### config.mk
export PLATFORM = sky130hd
export DESIGN_NAME = sso_select_output_ctrl
export DESIGN_NICKNAME = d
export VERILOG_FILES = /design/src/common/sso_pkg.sv /design/src/hdl/sso_burst_counter.sv /design/src/hdl/sso_select_output_ctrl.sv
export SDC_FILE = /design/constraint.sdc
export NUM_CORES = 1
export LEC_CHECK = 0
export BUFFER_PORTS_ARGS = -buffer_cell sky130_fd_sc_hd__buf_2
export CORE_ASPECT_RATIO = 1.75
export CORE_MARGIN = 4
export CORE_UTILIZATION = 55
export DETAILED_ROUTE_END_ITERATION = 7
export GPL_TIMING_DRIVEN = 0
export PLACE_DENSITY_LB_ADDON = 0.1
export SYNTH_ARGS = -nofsm -noshare
export SYNTH_HDL_FRONTEND = slang
export SYNTH_SLANG_ARGS = --single-unit
### constraint.sdc
create_clock -name clk -period 2.3 [get_ports clk]
set_input_delay 0.115 -clock clk [delete_from_list [all_inputs] [get_ports clk]]
set_output_delay 0.115 -clock clk [all_outputs]
set_load 0.01 [all_outputs]
### src/common/sso_pkg.sv
// package: widths, reset values and the pipeline operation carrier for the burst SRAM select/output block
package sso_pkg;

    // ************************************************************
    // widths
    // ************************************************************
    localparam int ADDR_W     = 17;  // address bits
    localparam int DATA_W     = 36;  // 32 data bits plus 4 parity bits
    localparam int WORD_W     = 32;  // plain data bits
    localparam int LANES      = 4;   // byte lanes, each 8 data bits plus one parity bit
    localparam int LANE_W     = 8;   // data bits per lane
    localparam int PAR_POS    = 32;  // bus position of the first parity bit
    localparam int LOW_W      = 2;   // burst address bits
    localparam int BURST_LEN  = 4;   // words in one burst

    // ************************************************************
    // reset values and counts
    // ************************************************************
    localparam logic [LOW_W-1:0]  RST_LOW     = 2'h0;
    localparam logic [LOW_W-1:0]  CNT_STEP    = 2'h1;
    localparam logic [DATA_W-1:0] RST_DATA    = 36'h0;
    localparam logic [ADDR_W-1:0] RST_ADDR    = 17'h0;
    localparam logic [LANES-1:0]  RST_BYTES_N = 4'hF;
    localparam int                DATA_LAT    = 2;   // command edge to data edge, in cycles

    // one operation travelling down the command pipeline
    typedef struct packed {
        logic                valid;    // a read or write is in flight
        logic                write;    // 1 write, 0 read
        logic [LANES-1:0]    byteWrN;  // byte write enables, active low
        logic [ADDR_W-1:0]   addr;     // word address used
    } sso_op_t;

    localparam sso_op_t RST_OP = '{valid: 1'b0, write: 1'b0, byteWrN: RST_BYTES_N, addr: RST_ADDR};

    // burst state
    typedef enum logic [1:0] {
        BURST_IDLE,
        BURST_READ,
        BURST_WRITE
    } sso_burst_t;

endpackage : sso_pkg

### src/hdl/sso_burst_counter.sv
// burst counter: produces the two low address bits in linear or interleaved order
`timescale 1ns/100ps
module sso_burst_counter (
    input  wire logic                      clk,
    input  wire logic                      rst_n,
    input  wire logic                      hold,
    input  wire logic                      load,
    input  wire logic                      advance,
    input  wire logic [sso_pkg::LOW_W-1:0] startLow,
    input  wire logic                      interleaved,
    output logic      [sso_pkg::LOW_W-1:0] nextLow
);
    import sso_pkg::*;

    logic [LOW_W-1:0] start_ff;
    logic [LOW_W-1:0] count_ff;
    logic [LOW_W-1:0] nxt_start;
    logic [LOW_W-1:0] nxt_count;
    logic [LOW_W-1:0] stepCount;
    logic [LOW_W-1:0] linLow;
    logic [LOW_W-1:0] intLow;

    // ************************************************************
    // address order
    // ************************************************************
    // count wraps modulo four by its own width
    assign stepCount = LOW_W'(count_ff + CNT_STEP);
    assign linLow    = LOW_W'(start_ff + stepCount);   // RULE12
    assign intLow    = start_ff ^ stepCount;           // RULE13
    // interleaved when the order select is high
    assign nextLow   = load ? startLow : (interleaved ? intLow : linLow); // RULE6

    // next state
    assign nxt_start = (!hold && load) ? startLow : start_ff;
    assign nxt_count = hold ? count_ff : (load ? RST_LOW : (advance ? stepCount : count_ff));

    // ************************************************************
    // registers
    // ************************************************************
    always_ff @(posedge clk or negedge rst_n) begin
        if (!rst_n) begin
            start_ff <= RST_LOW;
            count_ff <= RST_LOW;
        end else begin
            start_ff <= nxt_start;
            count_ff <= nxt_count;
        end
    end

endmodule : sso_burst_counter

### src/hdl/sso_select_output_ctrl.sv
// device-side select, deselect, output enable and burst order logic of a pipelined burst SRAM
//
// How it works
// RULE1: low load/advance with any chip enable false starts a deselect cycle.
// RULE2: bus goes high impedance two cycles after deselect; earlier transfers still finish.
// RULE3: the active-high chip enable behaves like the active-low ones, inverted.
// RULE4: all pins act on the rising clock; output enable acts without the clock.
// RULE5: write data captured and read data launched from registers on all 36 bits.
// RULE6: order select high gives interleaved bursts, low gives linear bursts.
// RULE7: the controller keeps the burst order select static.
// RULE8: output enable high forces every data pin to high impedance.
// RULE9: the controller holds output enable low to see read data; may tie it.
// RULE10: selected only when both low enables are low and the high one high.
// RULE11: load/advance low while selected loads address; high advances the burst counter.
// RULE12: linear order adds one modulo four to the low bits, then wraps.
// RULE13: interleaved order XORs the start with the count, wrapping after four.
// RULE14: deselect and no-op cycles never disturb a transfer issued two cycles before.
`timescale 1ns/100ps
module sso_select_output_ctrl (
    input  wire logic                       clk,
    input  wire logic                       rst_n,
    // host-side control pins, same clock as the host
    input  wire logic                       clock_gate_n,
    input  wire logic                       select_low_a,
    input  wire logic                       select_low_b,
    input  wire logic                       select_high,
    input  wire logic                       advance_or_load,
    input  wire logic                       burst_order_sel,
    input  wire logic                       readNotWrite,
    input  wire logic [sso_pkg::LANES-1:0]  byteWrite_n,
    input  wire logic [sso_pkg::ADDR_W-1:0] address,
    input  wire logic                       outputEnable_n,
    // two-way data pins, split
    input  wire logic [sso_pkg::DATA_W-1:0] dataIn,
    output logic      [sso_pkg::DATA_W-1:0] dataOut,
    output logic                            dataOe_n,
    // memory array side
    output logic      [sso_pkg::ADDR_W-1:0] arrRdAddr,
    input  wire logic [sso_pkg::DATA_W-1:0] arrRdData,
    output logic                            arrWrEn,
    output logic      [sso_pkg::ADDR_W-1:0] arrWrAddr,
    output logic      [sso_pkg::DATA_W-1:0] arrWrData,
    output logic      [sso_pkg::LANES-1:0]  arrWrByteEn
);
    import sso_pkg::*;

    // ************************************************************
    // declarations
    // ************************************************************
    sso_burst_t        burst_ff;
    sso_burst_t        nxt_burst;
    sso_op_t           stage1_ff;
    sso_op_t           stage2_ff;
    sso_op_t           nxt_stage1;
    sso_op_t           nxt_stage2;
    logic [ADDR_W-1:0] base_ff;
    logic [ADDR_W-1:0] nxt_base;
    logic [DATA_W-1:0] rdPipe_ff;
    logic [DATA_W-1:0] nxt_rdPipe;
    logic [DATA_W-1:0] dataOut_ff;
    logic [DATA_W-1:0] nxt_dataOut;
    logic              drive_ff;
    logic              nxt_drive;
    logic [ADDR_W-1:0] rdAddr_ff;
    logic [ADDR_W-1:0] nxt_rdAddr;
    logic              wrEn_ff;
    logic              nxt_wrEn;
    logic [ADDR_W-1:0] wrAddr_ff;
    logic [ADDR_W-1:0] nxt_wrAddr;
    logic [DATA_W-1:0] wrData_ff;
    logic [DATA_W-1:0] nxt_wrData;
    logic [LANES-1:0]  wrBytes_ff;
    logic [LANES-1:0]  nxt_wrBytes;

    logic              hold;
    logic              selected;
    logic              loadCmd;
    logic              deselectCmd;
    logic              advanceCmd;
    logic              issue;
    logic [LOW_W-1:0]  burstLow;
    logic [ADDR_W-1:0] cmdAddr;
    logic              burstIsWrite;

    // ************************************************************
    // command decode
    // ************************************************************
    // high clock gate blocks the whole edge
    assign hold         = clock_gate_n;
    // the high enable counts the same as the low ones, inverted
    assign selected     = !select_low_a && !select_low_b && select_high; // RULE10 RULE3
    assign loadCmd      = !advance_or_load && selected;                  // RULE11
    assign deselectCmd  = !advance_or_load && !selected;                 // RULE1
    assign advanceCmd   = advance_or_load && (burst_ff != BURST_IDLE);   // RULE11
    assign issue        = loadCmd || advanceCmd;
    assign burstIsWrite = loadCmd ? !readNotWrite : (burst_ff == BURST_WRITE);
    // external address on load, counter bits on advance
    assign cmdAddr      = loadCmd ? address : {base_ff[ADDR_W-1:LOW_W], burstLow}; // RULE11

    sso_burst_counter u_burst (
        .clk         (clk),
        .rst_n       (rst_n),
        .hold        (hold),
        .load        (loadCmd),
        .advance     (advanceCmd),
        .startLow    (address[LOW_W-1:0]),
        .interleaved (burst_order_sel),
        .nextLow     (burstLow)
    );

    // ************************************************************
    // burst state
    // ************************************************************
    always_comb begin
        nxt_burst = burst_ff;
        if (!hold) begin
            case (burst_ff)
                BURST_IDLE,
                BURST_READ,
                BURST_WRITE: begin
                    if (loadCmd) begin
                        nxt_burst = readNotWrite ? BURST_READ : BURST_WRITE;
                    end else if (deselectCmd) begin
                        nxt_burst = BURST_IDLE;  // RULE1
                    end
                end
                default: nxt_burst = BURST_IDLE;
            endcase
        end
    end

    // ************************************************************
    // two-stage operation pipeline
    // ************************************************************
    // deselect and no-op only insert an empty slot behind older work
    assign nxt_base   = (!hold && loadCmd) ? address : base_ff;
    assign nxt_stage1 = hold ? stage1_ff :
                        '{valid: issue, write: burstIsWrite, byteWrN: byteWrite_n, addr: cmdAddr};
    assign nxt_stage2 = hold ? stage2_ff : stage1_ff;  // RULE14
    assign nxt_rdAddr = hold ? rdAddr_ff : cmdAddr;

    // read word taken from the array one cycle after the address
    assign nxt_rdPipe = (!hold && stage1_ff.valid && !stage1_ff.write) ? arrRdData : rdPipe_ff;

    // ************************************************************
    // data launch and capture, two cycles after the command
    // ************************************************************
    assign nxt_drive   = hold ? drive_ff : (stage2_ff.valid && !stage2_ff.write);  // RULE2
    assign nxt_dataOut = (!hold && stage2_ff.valid && !stage2_ff.write) ? rdPipe_ff : dataOut_ff; // RULE5
    assign nxt_wrEn    = !hold && stage2_ff.valid && stage2_ff.write;
    assign nxt_wrAddr  = nxt_wrEn ? stage2_ff.addr : wrAddr_ff;
    assign nxt_wrData  = nxt_wrEn ? dataIn : wrData_ff;                            // RULE5
    assign nxt_wrBytes = nxt_wrEn ? ~stage2_ff.byteWrN : wrBytes_ff;

    // ************************************************************
    // registers, all on the rising edge
    // ************************************************************
    always_ff @(posedge clk or negedge rst_n) begin // RULE4
        if (!rst_n) begin
            burst_ff  <= BURST_IDLE;
            base_ff   <= RST_ADDR;
            stage1_ff <= RST_OP;
            stage2_ff <= RST_OP;
            rdAddr_ff <= RST_ADDR;
            rdPipe_ff <= RST_DATA;
        end else begin
            burst_ff  <= nxt_burst;
            base_ff   <= nxt_base;
            stage1_ff <= nxt_stage1;
            stage2_ff <= nxt_stage2;
            rdAddr_ff <= nxt_rdAddr;
            rdPipe_ff <= nxt_rdPipe;
        end
    end

    // output and input data registers
    always_ff @(posedge clk or negedge rst_n) begin
        if (!rst_n) begin
            drive_ff   <= 1'b0;
            dataOut_ff <= RST_DATA;
            wrEn_ff    <= 1'b0;
            wrAddr_ff  <= RST_ADDR;
            wrData_ff  <= RST_DATA;
            wrBytes_ff <= 4'h0;
        end else begin
            drive_ff   <= nxt_drive;
            dataOut_ff <= nxt_dataOut;
            wrEn_ff    <= nxt_wrEn;
            wrAddr_ff  <= nxt_wrAddr;
            wrData_ff  <= nxt_wrData;
            wrBytes_ff <= nxt_wrBytes;
        end
    end

    // ************************************************************
    // outputs
    // ************************************************************
    assign dataOut     = dataOut_ff;
    // output enable gates the pins without the clock
    assign dataOe_n    = !drive_ff || outputEnable_n;  // RULE8 RULE4
    assign arrRdAddr   = rdAddr_ff;
    assign arrWrEn     = wrEn_ff;
    assign arrWrAddr   = wrAddr_ff;
    assign arrWrData   = wrData_ff;
    assign arrWrByteEn = wrBytes_ff;

endmodule : sso_select_output_ctrl

==> out/summary.txt, run 1 <==
Outcome = finished, final reports clean
CP max FO = 10
CP arrival = 1870 ps
RePlAce Congestion = 0.784
Synth Instances = 510
Tot Pwr = 11800 uW
Remaining Overflow, GRT = 0
Synth Warn # = 0
Avg Cell Area, Syn = 15.3 sq um
Syn-to-layout area delta = 36.4%
Die W = 98.0 um
CTS clk-pin slew, worst paths = 70 ps
Worst slew pin tran = 587 ps
# setup viols final = 0
Fin nets = 942
Root Buffer = clkbuf_16
Row count = 57
Sink Count = 198
Pin count of the biggest net entering global routing = 120
Layout cells sized above 1 = 0.544
Die H = 166 um
Fin. Hold Viols = 0
Max transition margin = 0.609
Critical Path RT = 2610 ps
Full die area = 16200 sq um
Non-Filler Instances = 1028
Peak VDD IR = 0.000633 V
Worst setup SP type = flip-flop
Post_cts resized = 0
I/O Buffers = 214
Initial DRC count = 188
Final design utilization = 0.765
RSZ-0062 raised after global routing = no
Post-synth EDFFs = 0
Post-CTS Setup Inserts = 0
Placed insts = 902
Pleak = 0.00512 uW
Routed WL per cell = 17.1 um
Post-DP HPWL = 12000 um
Tmin final = 1560 ps
Synthesized area = 7800 sq um
Pins Over Slew Limit = 0
Count of different cell masters after synthesis = 36
Vias in the first global route = 5784
Fill cell count = 889
Sequential area share after synthesis = 0.637
DRC viols = 0
Final worst slack = 739 ps
Bufs on Longest Clock Path = 2
Synth Net Count = 614
Reg area = 4960 sq um
Drt pass-1 iters = 4
Ports = 215
WS Path Type = flip-flop to flip-flop
Setup WS pre-CTS = 730 ps
CTS tree = yes
Async SR Flop Fraction = 1.00
Core footprint = 13900 sq um
Final Skew = 8.37 ps
Antenna violation net count after detailed routing = 0
WHS = 20.6 ps
Initial Util = 0.561
Min-Delay Path Class = input port to flip-flop
Gr usage total = 0.223
Routed WL = 17600 um
Max Cap Viol = 0
Skew-Pair Late Insertion Delay = 420 ps
H-Tree Depth = 4
Fmax = 0.641 GHz
Area of the multi-input gates = 2540 sq um
Antenna cells = 0
Most used DFF post-synth = dfrtp_1
Crit end category = flip-flop
Vias per inst = 5.06
TritonCTS buffer count = 17
Initial antenna violation count = 0
Global-route wire length before repair = 28600 um
Yosys reg bits = 198
Power Dens Cells = 1110 nW/um^2
Final period util = 0.679
Via count = 5206
==> registers in the layout, summed over array words and instances, names as in the netlist, 2 cells and up <==
signal,count
stage2_ff,23
arrWrData,36
u_burst.count_ff,2
dataOut,36
rdPipe_ff,36
stage1_ff,6
burst_ff,2
base_ff,16
arrRdAddr,17
arrWrByteEn,4
arrWrAddr,17
==> kinds of logic after synthesis <==
kind of cell    share of synthesized area
flops                               0.637
mux                                 0.263
buf+inv                            0.0380
simple gates                       0.0318
compound gates                     0.0247
xor+xnor                          0.00401
fa+ha+maj                         0.00160
==> what timing repair did <==
item,in CTS,in global routing
hold buffers,94,0
hold endpoints to repair,182,0
endpoints found under the setup margin,0,0
==> layer usage <==
metal	wire length, um	vias to the layer above	track usage
li1	-	2425	-
met2	9700	170	0.403
met3	852	46	0.0446
met1	6400	2565	0.253
met5	0	-	0
met4	613	0	0.106
==> critical path, stage by stage, from the launching register on <==
cell and delay (ps):
dfrtp_1 390, nor3b_1 170, buf_2 280, buf_4 250, mux2_2 360
==> through the flow <==
stage                     setup TNS (ps)  instance area (sq um)
after global placement           -361490                   9090
after floorplan                        0                   7800
final                                  0                  10600
after CTS                              0                  10600
after detailed placement               0                   9130
after global routing                   0                  10600
==> worst paths after layout <==
| check | start | endpoint | slack, ps | cells after the start |
|---|---|---|---|---|
| worst max register to register | stage2_ff[21] | dataOut[27] | 740 | 4 |
| worst min register to register | arrWrByteEn[0] | arrWrByteEn[0] | 470 | 2 |
| max in group asynchronous | rst_n | arrRdAddr[1] | 1060 | 3 |
| worst max-delay path | stage2_ff[21] | dataOut[27] | 740 | 4 |
| worst min-delay path | readNotWrite | burst_ff[1] | 20 | 3 |
| min in group asynchronous | rst_n | dataOut[15] | 250 | 2 |
==> placed cells by master (no fill, tap or decap), drive strengths merged, types with 2 or more instances in the layout <==
cell | Yosys | final
inv | 4 | 10
nand2b | 3 | 3
o21ai | 24 | 24
clkbuf | 4 | 24
dfrtp | 190 | 190
nand2 | 25 | 25
nor2b | 3 | 3
o22ai | 2 | 2
mux2 | 167 | 167
clkinv | 0 | 3
nor2 | 6 | 6
clkinvlp | 0 | 3
dlygate4sd3 | 0 | 94
dfstp | 8 | 8
a21oi | 4 | 4
mux2i | 16 | 16
buf | 38 | 253
==> layout make-up <==
| class | count | share of cell area |
|---|---|---|
| clock inverters | 12 | 0.0102 |
| inverters | 4 | 0.00141 |
| well taps | 177 | 0.0208 |
| flip-flops and latches | 198 | 0.467 |
| repair buffers | 309 | 0.193 |
| clock buffers | 20 | 0.0429 |
| multi-input cells | 266 | 0.238 |
| plain buffers | 42 | 0.0265 |
==> cells in the mapped netlist, drive strengths merged (2+ instances only) <==
| master | instances | area share |
|---|---|---|
| a21oi | 4 | 0.0026 |
| nand2b | 3 | 0.0024 |
| o22ai | 2 | 0.0016 |
| clkbuf | 4 | 0.0019 |
| dfrtp | 190 | 0.61 |
| nor2b | 3 | 0.0024 |
| mux2i | 16 | 0.021 |
| mux2 | 167 | 0.24 |
| dfstp | 8 | 0.027 |
| nor2 | 6 | 0.0042 |
| o21ai | 24 | 0.015 |
| buf | 38 | 0.034 |
| nand2 | 25 | 0.012 |
| inv | 4 | 0.0019 |
==> where the power goes <==
| part | switching [uW] | leakage, uW | internal, uW |
|---|---|---|---|
| Clock | 1340 | 0.000270 | 1480 |
| Combinational | 1550 | 0.00244 | 1910 |
| Sequential | 701 | 0.00241 | 4830 |
Note: power is estimated with default switching activity, not from simulation.
==> run 2: changes to the inputs <==
Settings changed: CORE_UTILIZATION 55 to 47.
Clock period 2.3 ns to 1.4 ns, I/O delays scaled along.
==> out/summary.txt, run 2 (synthesis gave the netlist of run 1 again) <==
Bufs on Longest Clock Path = 2 (unchanged)
Antenna violation net count after detailed routing = 0 (unchanged)
Critical Path RT = 1710 ps (was 2610 ps)
Crit-path leading delay family = flip-flops (was buffers and inverters)
WS Path Type = flip-flop to flip-flop (unchanged)
Slowest Stage Delay on Critical Path = 400 ps (was 390 ps)
DRT met1 WL = 6770 um (was 6400 um)
Sw frac = 0.297 (was 0.304)
Initial Util = 0.476 (was 0.561)
Drt pass-1 iters = 4 (unchanged)
Routed WL = 17600 um (about the same)
WL met2 = 9680 um (was 9700 um)
Power Dens Cells = 1810 nW/um^2 (was 1110 nW/um^2)
Initial antenna violation count = 0 (unchanged)
Die W = 105 um (was 98.0 um)
Vias per inst = 4.83 (was 5.06)
CP Depth = 4 (unchanged)
Crit path buffers/inverters = 2 (unchanged)
Final Skew = 10.5 ps (was 8.37 ps)
Antenna cells = 0 (unchanged)
Commonest non-fill, non-tap cell in the layout = buf_2 (unchanged)
Critical path, cell by cell = nor3b_2, buf_6, buf_8, mux2_2 (was nor3b_1, buf_2, buf_4, mux2_2)
Pins Over Slew Limit = 0 (unchanged)
Fill cell count = 1207 (was 889)
Tmin final = 1360 ps (was 1560 ps)
Sink Count = 198 (unchanged)
Peak VDD IR = 0.000860 V (was 0.000633 V)
Fin. Hold Viols = 0 (unchanged)
Final period util = 0.972 (was 0.679)
Placed insts = 949 (was 902)
Worst Setup SP = stage2_ff[21] (unchanged)
Worst slew pin tran = 605 ps (was 587 ps)
Routed wl met3 = 711 um (was 852 um)
Worst Reg-to-Reg Cells = 4 (unchanged)
CP arrival = 1670 ps (was 1870 ps)
Pleak = 0.00528 uW (was 0.00512 uW)
Fin nets = 948 (was 942)
Reg2reg start = stage2_ff[21] (unchanged)
Ports = 215 (unchanged)
Full die area = 18800 sq um (was 16200 sq um)
Post-DP HPWL = 12000 um (about the same)
Hold Crit Depth = 4 (was 3)
HP Start = select_low_b (was readNotWrite)
Placed cell areas = 9190 sq um (was 9130 sq um)
Max transition margin = 0.597 (was 0.609)
Routed WL per cell = 16.3 um (was 17.1 um)
Crit end category = flip-flop (unchanged)
Reg area = 4960 sq um (unchanged)
Fmax = 0.735 GHz (was 0.641 GHz)
Via count = 5224 (was 5206)
Outcome = finished, final reports clean (unchanged)
Root Buffer = clkbuf_16 (unchanged)
CP max FO = 10 (unchanged)
Die H = 178 um (was 166 um)
CTS clk-pin slew, worst paths = 70 ps (about the same)
Design area = 11000 sq um (was 10600 sq um)
RePlAce Congestion = 0.748 (was 0.784)
Gr usage total = 0.187 (was 0.223)
CP max stage cell = dfrtp_1 (unchanged)
RSZ-0062 raised after global routing = yes (was no)
Area of the multi-input gates = 2650 sq um (was 2540 sq um)
Pint = 14000 uW (was 8220 uW)
Global-route wire length before repair = 27900 um (was 28600 um)
Power share of the clock group = 0.245 (was 0.239)
Initial DRC count = 112 (was 188)
Skew-Pair Late Insertion Delay = 420 ps (about the same)
Pin count of the biggest net entering global routing = 119 (was 120)
Layout cells sized above 1 = 0.547 (was 0.544)
DRC viols = 0 (unchanged)
# setup viols final = 0 (unchanged)
Sw Pwr = 5910 uW (was 3580 uW)
Remaining Overflow, GRT = 0 (unchanged)
TritonCTS buffer count = 17 (unchanged)
I/O Buffers = 214 (unchanged)
H-Tree Depth = 4 (unchanged)
Vias in the first global route = 5706 (was 5784)
Core footprint = 16400 sq um (was 13900 sq um)
Max Cap Viol = 0 (unchanged)
CTS tree = yes (unchanged)
Comb power frac = 0.298 (was 0.293)
Min-Delay Path Class = input port to flip-flop (unchanged)
Syn-to-layout area delta = 40.7% (was 36.4%)
Tot Pwr = 19900 uW (was 11800 uW)
Worst setup SP type = flip-flop (unchanged)
Most frequent cells in the layout = 217 x buf_2, 190 x dfrtp_1, 137 x mux2_2 (was 225 x buf_2, 190 x dfrtp_1, 164 x mux2_2)
Non-Filler Instances = 1081 (was 1028)
Row count = 62 (was 57)
WHS = 28.9 ps (was 20.6 ps)
Max Used Layer = met4 (unchanged)
Flop pwr share = 0.457 (was 0.468)
run 2: cell count changes in the layout (fill, tap and decap cells not counted), moves of 2 or more:
cell	before	now
mux2_2	164	137
mux2_4	3	30
buf_2	225	217
buf_6	3	9
buf_8	1	4
clkinvlp_4	3	1
dlygate4sd3_1	94	96
run 2: power groups by stage:
| stage | registers, uW | clock network (uW) | logic [uW] |
|---|---|---|---|
| 6_report | 9100 | 4860 | 5930 |
| 4_1_cts | 9050 | 5000 | 5740 |
| 5_1_grt | 9360 | 5210 | 6440 |
| 3_5_place_dp | 9170 | 0 | 5490 |
| 2_1_floorplan | 9590 | 0 | 2530 |
| 3_3_place_gp | 9000 | 0 | 5340 |
run 2: routing by layer:
metal,global-route usage,vias to the layer above
met3,0.0359,35
met4,0.0783,0
li1,-,2431
met1,0.210,2614
met2,0.345,144
met5,0,-
run 2: through the flow:
stage          setup TNS (ps)   util  worst slack (ps)
2_1_floorplan               0      -              25.1
3_3_place_gp          -546650  0.559             -2780
3_5_place_dp           -11860  0.561              -180
4_1_cts                 -51.1  0.659             -13.4
5_1_grt                  -560  0.670             -37.8
6_report                    0  0.670              39.5
run 2: worst min-delay path: cells and delay by family:
kind,cells,cell delay [ps]
buffers and inverters,1,110
AND/OR/NAND/NOR,2,150
AO/OA/AOI/OAI,1,70
run 2: final cells by class:
| cell class | instances | area share |
|---|---|---|
| inverter | 4 | 0.00137 |
| tap | 224 | 0.0255 |
| clock inverter | 12 | 0.0123 |
| sequential | 198 | 0.452 |
| multi-input combinational | 266 | 0.241 |
| buffer | 42 | 0.0320 |
| clock buffer | 20 | 0.0416 |
| timing repair buffer | 315 | 0.194 |
run 2: worst paths after layout:
path | end | slack [ps]
max in group asynchronous | arrWrByteEn[3] | 190
min reg2reg | arrWrByteEn[0] | 480
min in group asynchronous | rdPipe_ff[13] | 210
max reg2reg | dataOut[7] | 40
max | dataOut[7] | 40
min | burst_ff[1] | 30
run 2: timing repair:
action                                  in CTS  in global routing
gates resized for setup                     12                 40
hold buffers                                96                  0
pin swaps                                    1                  1
endpoints found under the setup margin     110                116
gates cloned                                 0                  1
buffers inserted                             2                  1
hold endpoints to repair                   188                  0
==> run 3: changes to the inputs <==
Settings changed: ABC_AREA set to 1, CAP_MARGIN set to 10, GPL_ROUTABILITY_DRIVEN set to 0.
==> out/summary.txt, run 3 <==
Via count = 6601 (was 5224)
RSZ-0062 raised after global routing = no (was yes)
Worst path most repeated cell = dlygate4sd3_1
Synthesized area = 7980 sq um (was 7800 sq um)
Core footprint = 16500 sq um (was 16400 sq um)
Gr usage total = 0.211 (was 0.187)
Synth Net Count = 955 (was 614)
CP max FO = 4 (was 10)
Crit end category = flip-flop (unchanged)
DRC viols = 0 (unchanged)
Max Cap Viol = 0 (unchanged)
Sw Pwr = 5290 uW (was 5910 uW)
Crit-path leading delay family = buffers and inverters (was flip-flops)
Top-count cell post-synth = nand2_1 (was dfrtp_1)
Fill cell count = 1403 (was 1207)
Sw frac = 0.316 (was 0.297)
CTS tree = yes (unchanged)
CP max stage cell = dlygate4sd3_1 (was dfrtp_1)
Routed WL = 20100 um (was 17600 um)
Avg Cell Area, Syn = 9.38 sq um (was 15.3 sq um)
Design area = 11000 sq um (about the same)
Critical Path RT = 1740 ps (was 1710 ps)
Most frequent cells in the layout = 379 x nand2_1, 234 x buf_2, 189 x dfrtp_1 (was 217 x buf_2, 190 x dfrtp_1, 137 x mux2_2)
CP arrival = 1650 ps (was 1670 ps)
Yosys top cell area share = 0.596 (was 0.610)
H-Tree Depth = 4 (unchanged)
Vias in the first global route = 6610 (was 5706)
Antenna cells = 0 (unchanged)
Largest cells by area after synthesis = dfrtp_1 60%, nand2_1 18%, o21ai_0 2.7% (was dfrtp_1 61%, mux2_2 24%, dfstp_2 2.7%)
Vias per inst = 4.63 (was 4.83)
Total negative slack = 0 ps (unchanged)
Skew-Pair Late Insertion Delay = 420 ps (about the same)
Synth Warn # = 0 (unchanged)
# setup viols final = 0 (unchanged)
Initial Util = 0.483 (was 0.476)
Slowest Stage Delay on Critical Path = 560 ps (was 400 ps)
Min-Delay Path Class = input port to flip-flop (unchanged)
Pin count of the biggest net entering global routing = 125 (was 119)
Fin. Hold Viols = 0 (unchanged)
Fmax = 0.765 GHz (was 0.735 GHz)
Synth Instances = 851 (was 510)
Global-route wire length before repair = 32800 um (was 27900 um)
Placed insts = 1290 (was 949)
Worst setup SP type = input port (was flip-flop)
Fin nets = 1292 (was 948)
Flop pwr share = 0.480 (was 0.457)
Crit path buffers/inverters = 3 (was 2)
Drt pass-1 iters = 4 (unchanged)
Async SR Flop Fraction = 1.00 (unchanged)
Most used DFF post-synth = dfrtp_1 (unchanged)
Tmin final = 1310 ps (was 1360 ps)
Ports = 215 (unchanged)
Leading area contributor after synthesis = dfrtp_1 (unchanged)
Pins Over Slew Limit = 0 (unchanged)
Power Dens Cells = 1530 nW/um^2 (was 1810 nW/um^2)
Max transition margin = 0.607 (was 0.597)
Syn-to-layout area delta = 37.5% (was 40.7%)
Post-synth EDFFs = 0 (unchanged)
Initial DRC count = 237 (was 112)
Full die area = 19200 sq um (was 18800 sq um)
Bufs on Longest Clock Path = 2 (unchanged)
Count of different cell masters after synthesis = 30 (was 36)
Yosys reg bits = 198 (unchanged)
Post-DP HPWL = 13400 um (was 12000 um)
Die H = 180 um (was 178 um)
Final worst slack = 92.3 ps (was 39.5 ps)
Initial antenna violation count = 0 (unchanged)
Outcome = finished, final reports clean (unchanged)
Die W = 106 um (was 105 um)
Placed cell areas = 9370 sq um (was 9190 sq um)
Row count = 62 (unchanged)
Comb power frac = 0.240 (was 0.298)
Root Buffer = clkbuf_16 (unchanged)
Peak VDD IR = 0.000863 V (was 0.000860 V)
Pleak = 0.00622 uW (was 0.00528 uW)
Final Skew = 14.2 ps (was 10.5 ps)
Setup WS pre-CTS = 64.8 ps (was -180 ps)
Remaining Overflow, GRT = 0 (unchanged)
Sequential area share after synthesis = 0.622 (was 0.637)
Antenna violation net count after detailed routing = 0 (unchanged)
Worst slew pin tran = 589 ps (was 605 ps)
Power share of the clock group = 0.281 (was 0.245)
Critical path, cell by cell = dlygate4sd3_1, buf_2, nor2_4, dlygate4sd3_1, nand3_1, o22ai_1 (was nor3b_2, buf_6, buf_8, mux2_2)
Tot Pwr = 16800 uW (was 19900 uW)
Sink Count = 198 (unchanged)
Routed WL per cell = 14.1 um (was 16.3 um)
I/O Buffers = 214 (unchanged)
Final period util = 0.934 (was 0.972)
Pint = 11500 uW (was 14000 uW)
WS Path Type = input port to flip-flop (was flip-flop to flip-flop)
TritonCTS buffer count = 17 (unchanged)
Non-Filler Instances = 1425 (was 1081)
Commonest non-fill, non-tap cell in the layout = nand2_1 (was buf_2)
Most common library cells after synthesis = 379 x nand2_1, 190 x dfrtp_1, 53 x inv_1 (was 190 x dfrtp_1, 164 x mux2_2, 25 x nand2_1)
CTS clk-pin slew, worst paths = 80 ps (was 70 ps)
Layout cells sized above 1 = 0.291 (was 0.547)
## run 3: cell count changes in the layout (fill, tap and decap cells not counted), moves of 17 or more
cell,before,now
o21ai_0,6,43
buf_2,217,234
nand2_1,25,379
nand3_1,0,33
mux2_2,137,0
inv_1,4,53
mux2_4,30,0
## run 3: worst paths after layout
| kind | start | to | slack (ps) | depth (start not counted) |
|---|---|---|---|---|
| max in group asynchronous | rst_n | stage2_ff[21] | 360 | 3 |
| min | select_low_a | base_ff[1] | 20 | 4 |
| max | select_low_b | burst_ff[0] | 90 | 6 |
| min reg2reg | dataOut[28] | dataOut[28] | 460 | 2 |
| min in group asynchronous | rst_n | arrWrData[5] | 230 | 2 |
| max reg2reg | stage2_ff[22] | dataOut[33] | 160 | 7 |
## run 3: layout make-up
type                            instances  area [sq um]  area share
Buffer                                 55           367      0.0334
Clock buffer                           18           429      0.0391
Clock inverter                         14           136      0.0124
Inverter                               57           216      0.0197
Multi-Input combinational cell        541          2430       0.222
Sequential cell                       198          4970       0.453
Tap cell                              224           280      0.0255
Timing Repair Buffer                  318          2150       0.196
## run 3: cell families (layout without fill, tap and decap cells)
kind of cell | after synthesis | in the layout | share of synthesized area
AOI/OAI and AO/OA | 79 | 79 | 0.0558
adders and majority gates | 1 | 1 | 0.00157
buffers and inverters | 112 | 462 | 0.0729
DFF | 198 | 198 | 0.622
and+or+nand+nor | 461 | 461 | 0.247
## run 3: worst min-delay path: stages
cell     delay [ps]
buf_2           100
nor2_4           40
nand4_1         110
o21ai_1          70
## run 3: through the flow
step	hold slack (ps)	util
floorplan	-226	-
global placement	264	0.565
detailed placement	84.8	0.567
CTS	27.2	0.661
global route	38.7	0.664
finish	24.0	0.664
## run 3: repair_timing
item / 4_1_cts / 5_1_grt
resized for setup: 0 / 2
hold buffers: 99 / 0
setup buffers: 0 / 3
hold endpoints to repair: 179 / 0
setup endpoints to repair: 0 / 54
## run 3: power by group through the flow
stage | sequential, uW | clock (uW) | combinational, uW
2_1_floorplan | 8440 | 0 | 1770
3_3_place_gp | 8090 | 0 | 3720
3_5_place_dp | 8130 | 0 | 3810
4_1_cts | 8030 | 4830 | 4050
5_1_grt | 8240 | 5060 | 4530
6_report | 8040 | 4700 | 4020
## run 3: routing by layer
| layer | GRT usage | part of all wire | up-vias |
|---|---|---|---|
| met5 | 0 | 0 | - |
| met4 | 0.0768 | 0.027 | 0 |
| met3 | 0.0341 | 0.039 | 36 |
| met2 | 0.379 | 0.54 | 168 |
| met1 | 0.254 | 0.40 | 3108 |
| li1 | - | - | 3289 |
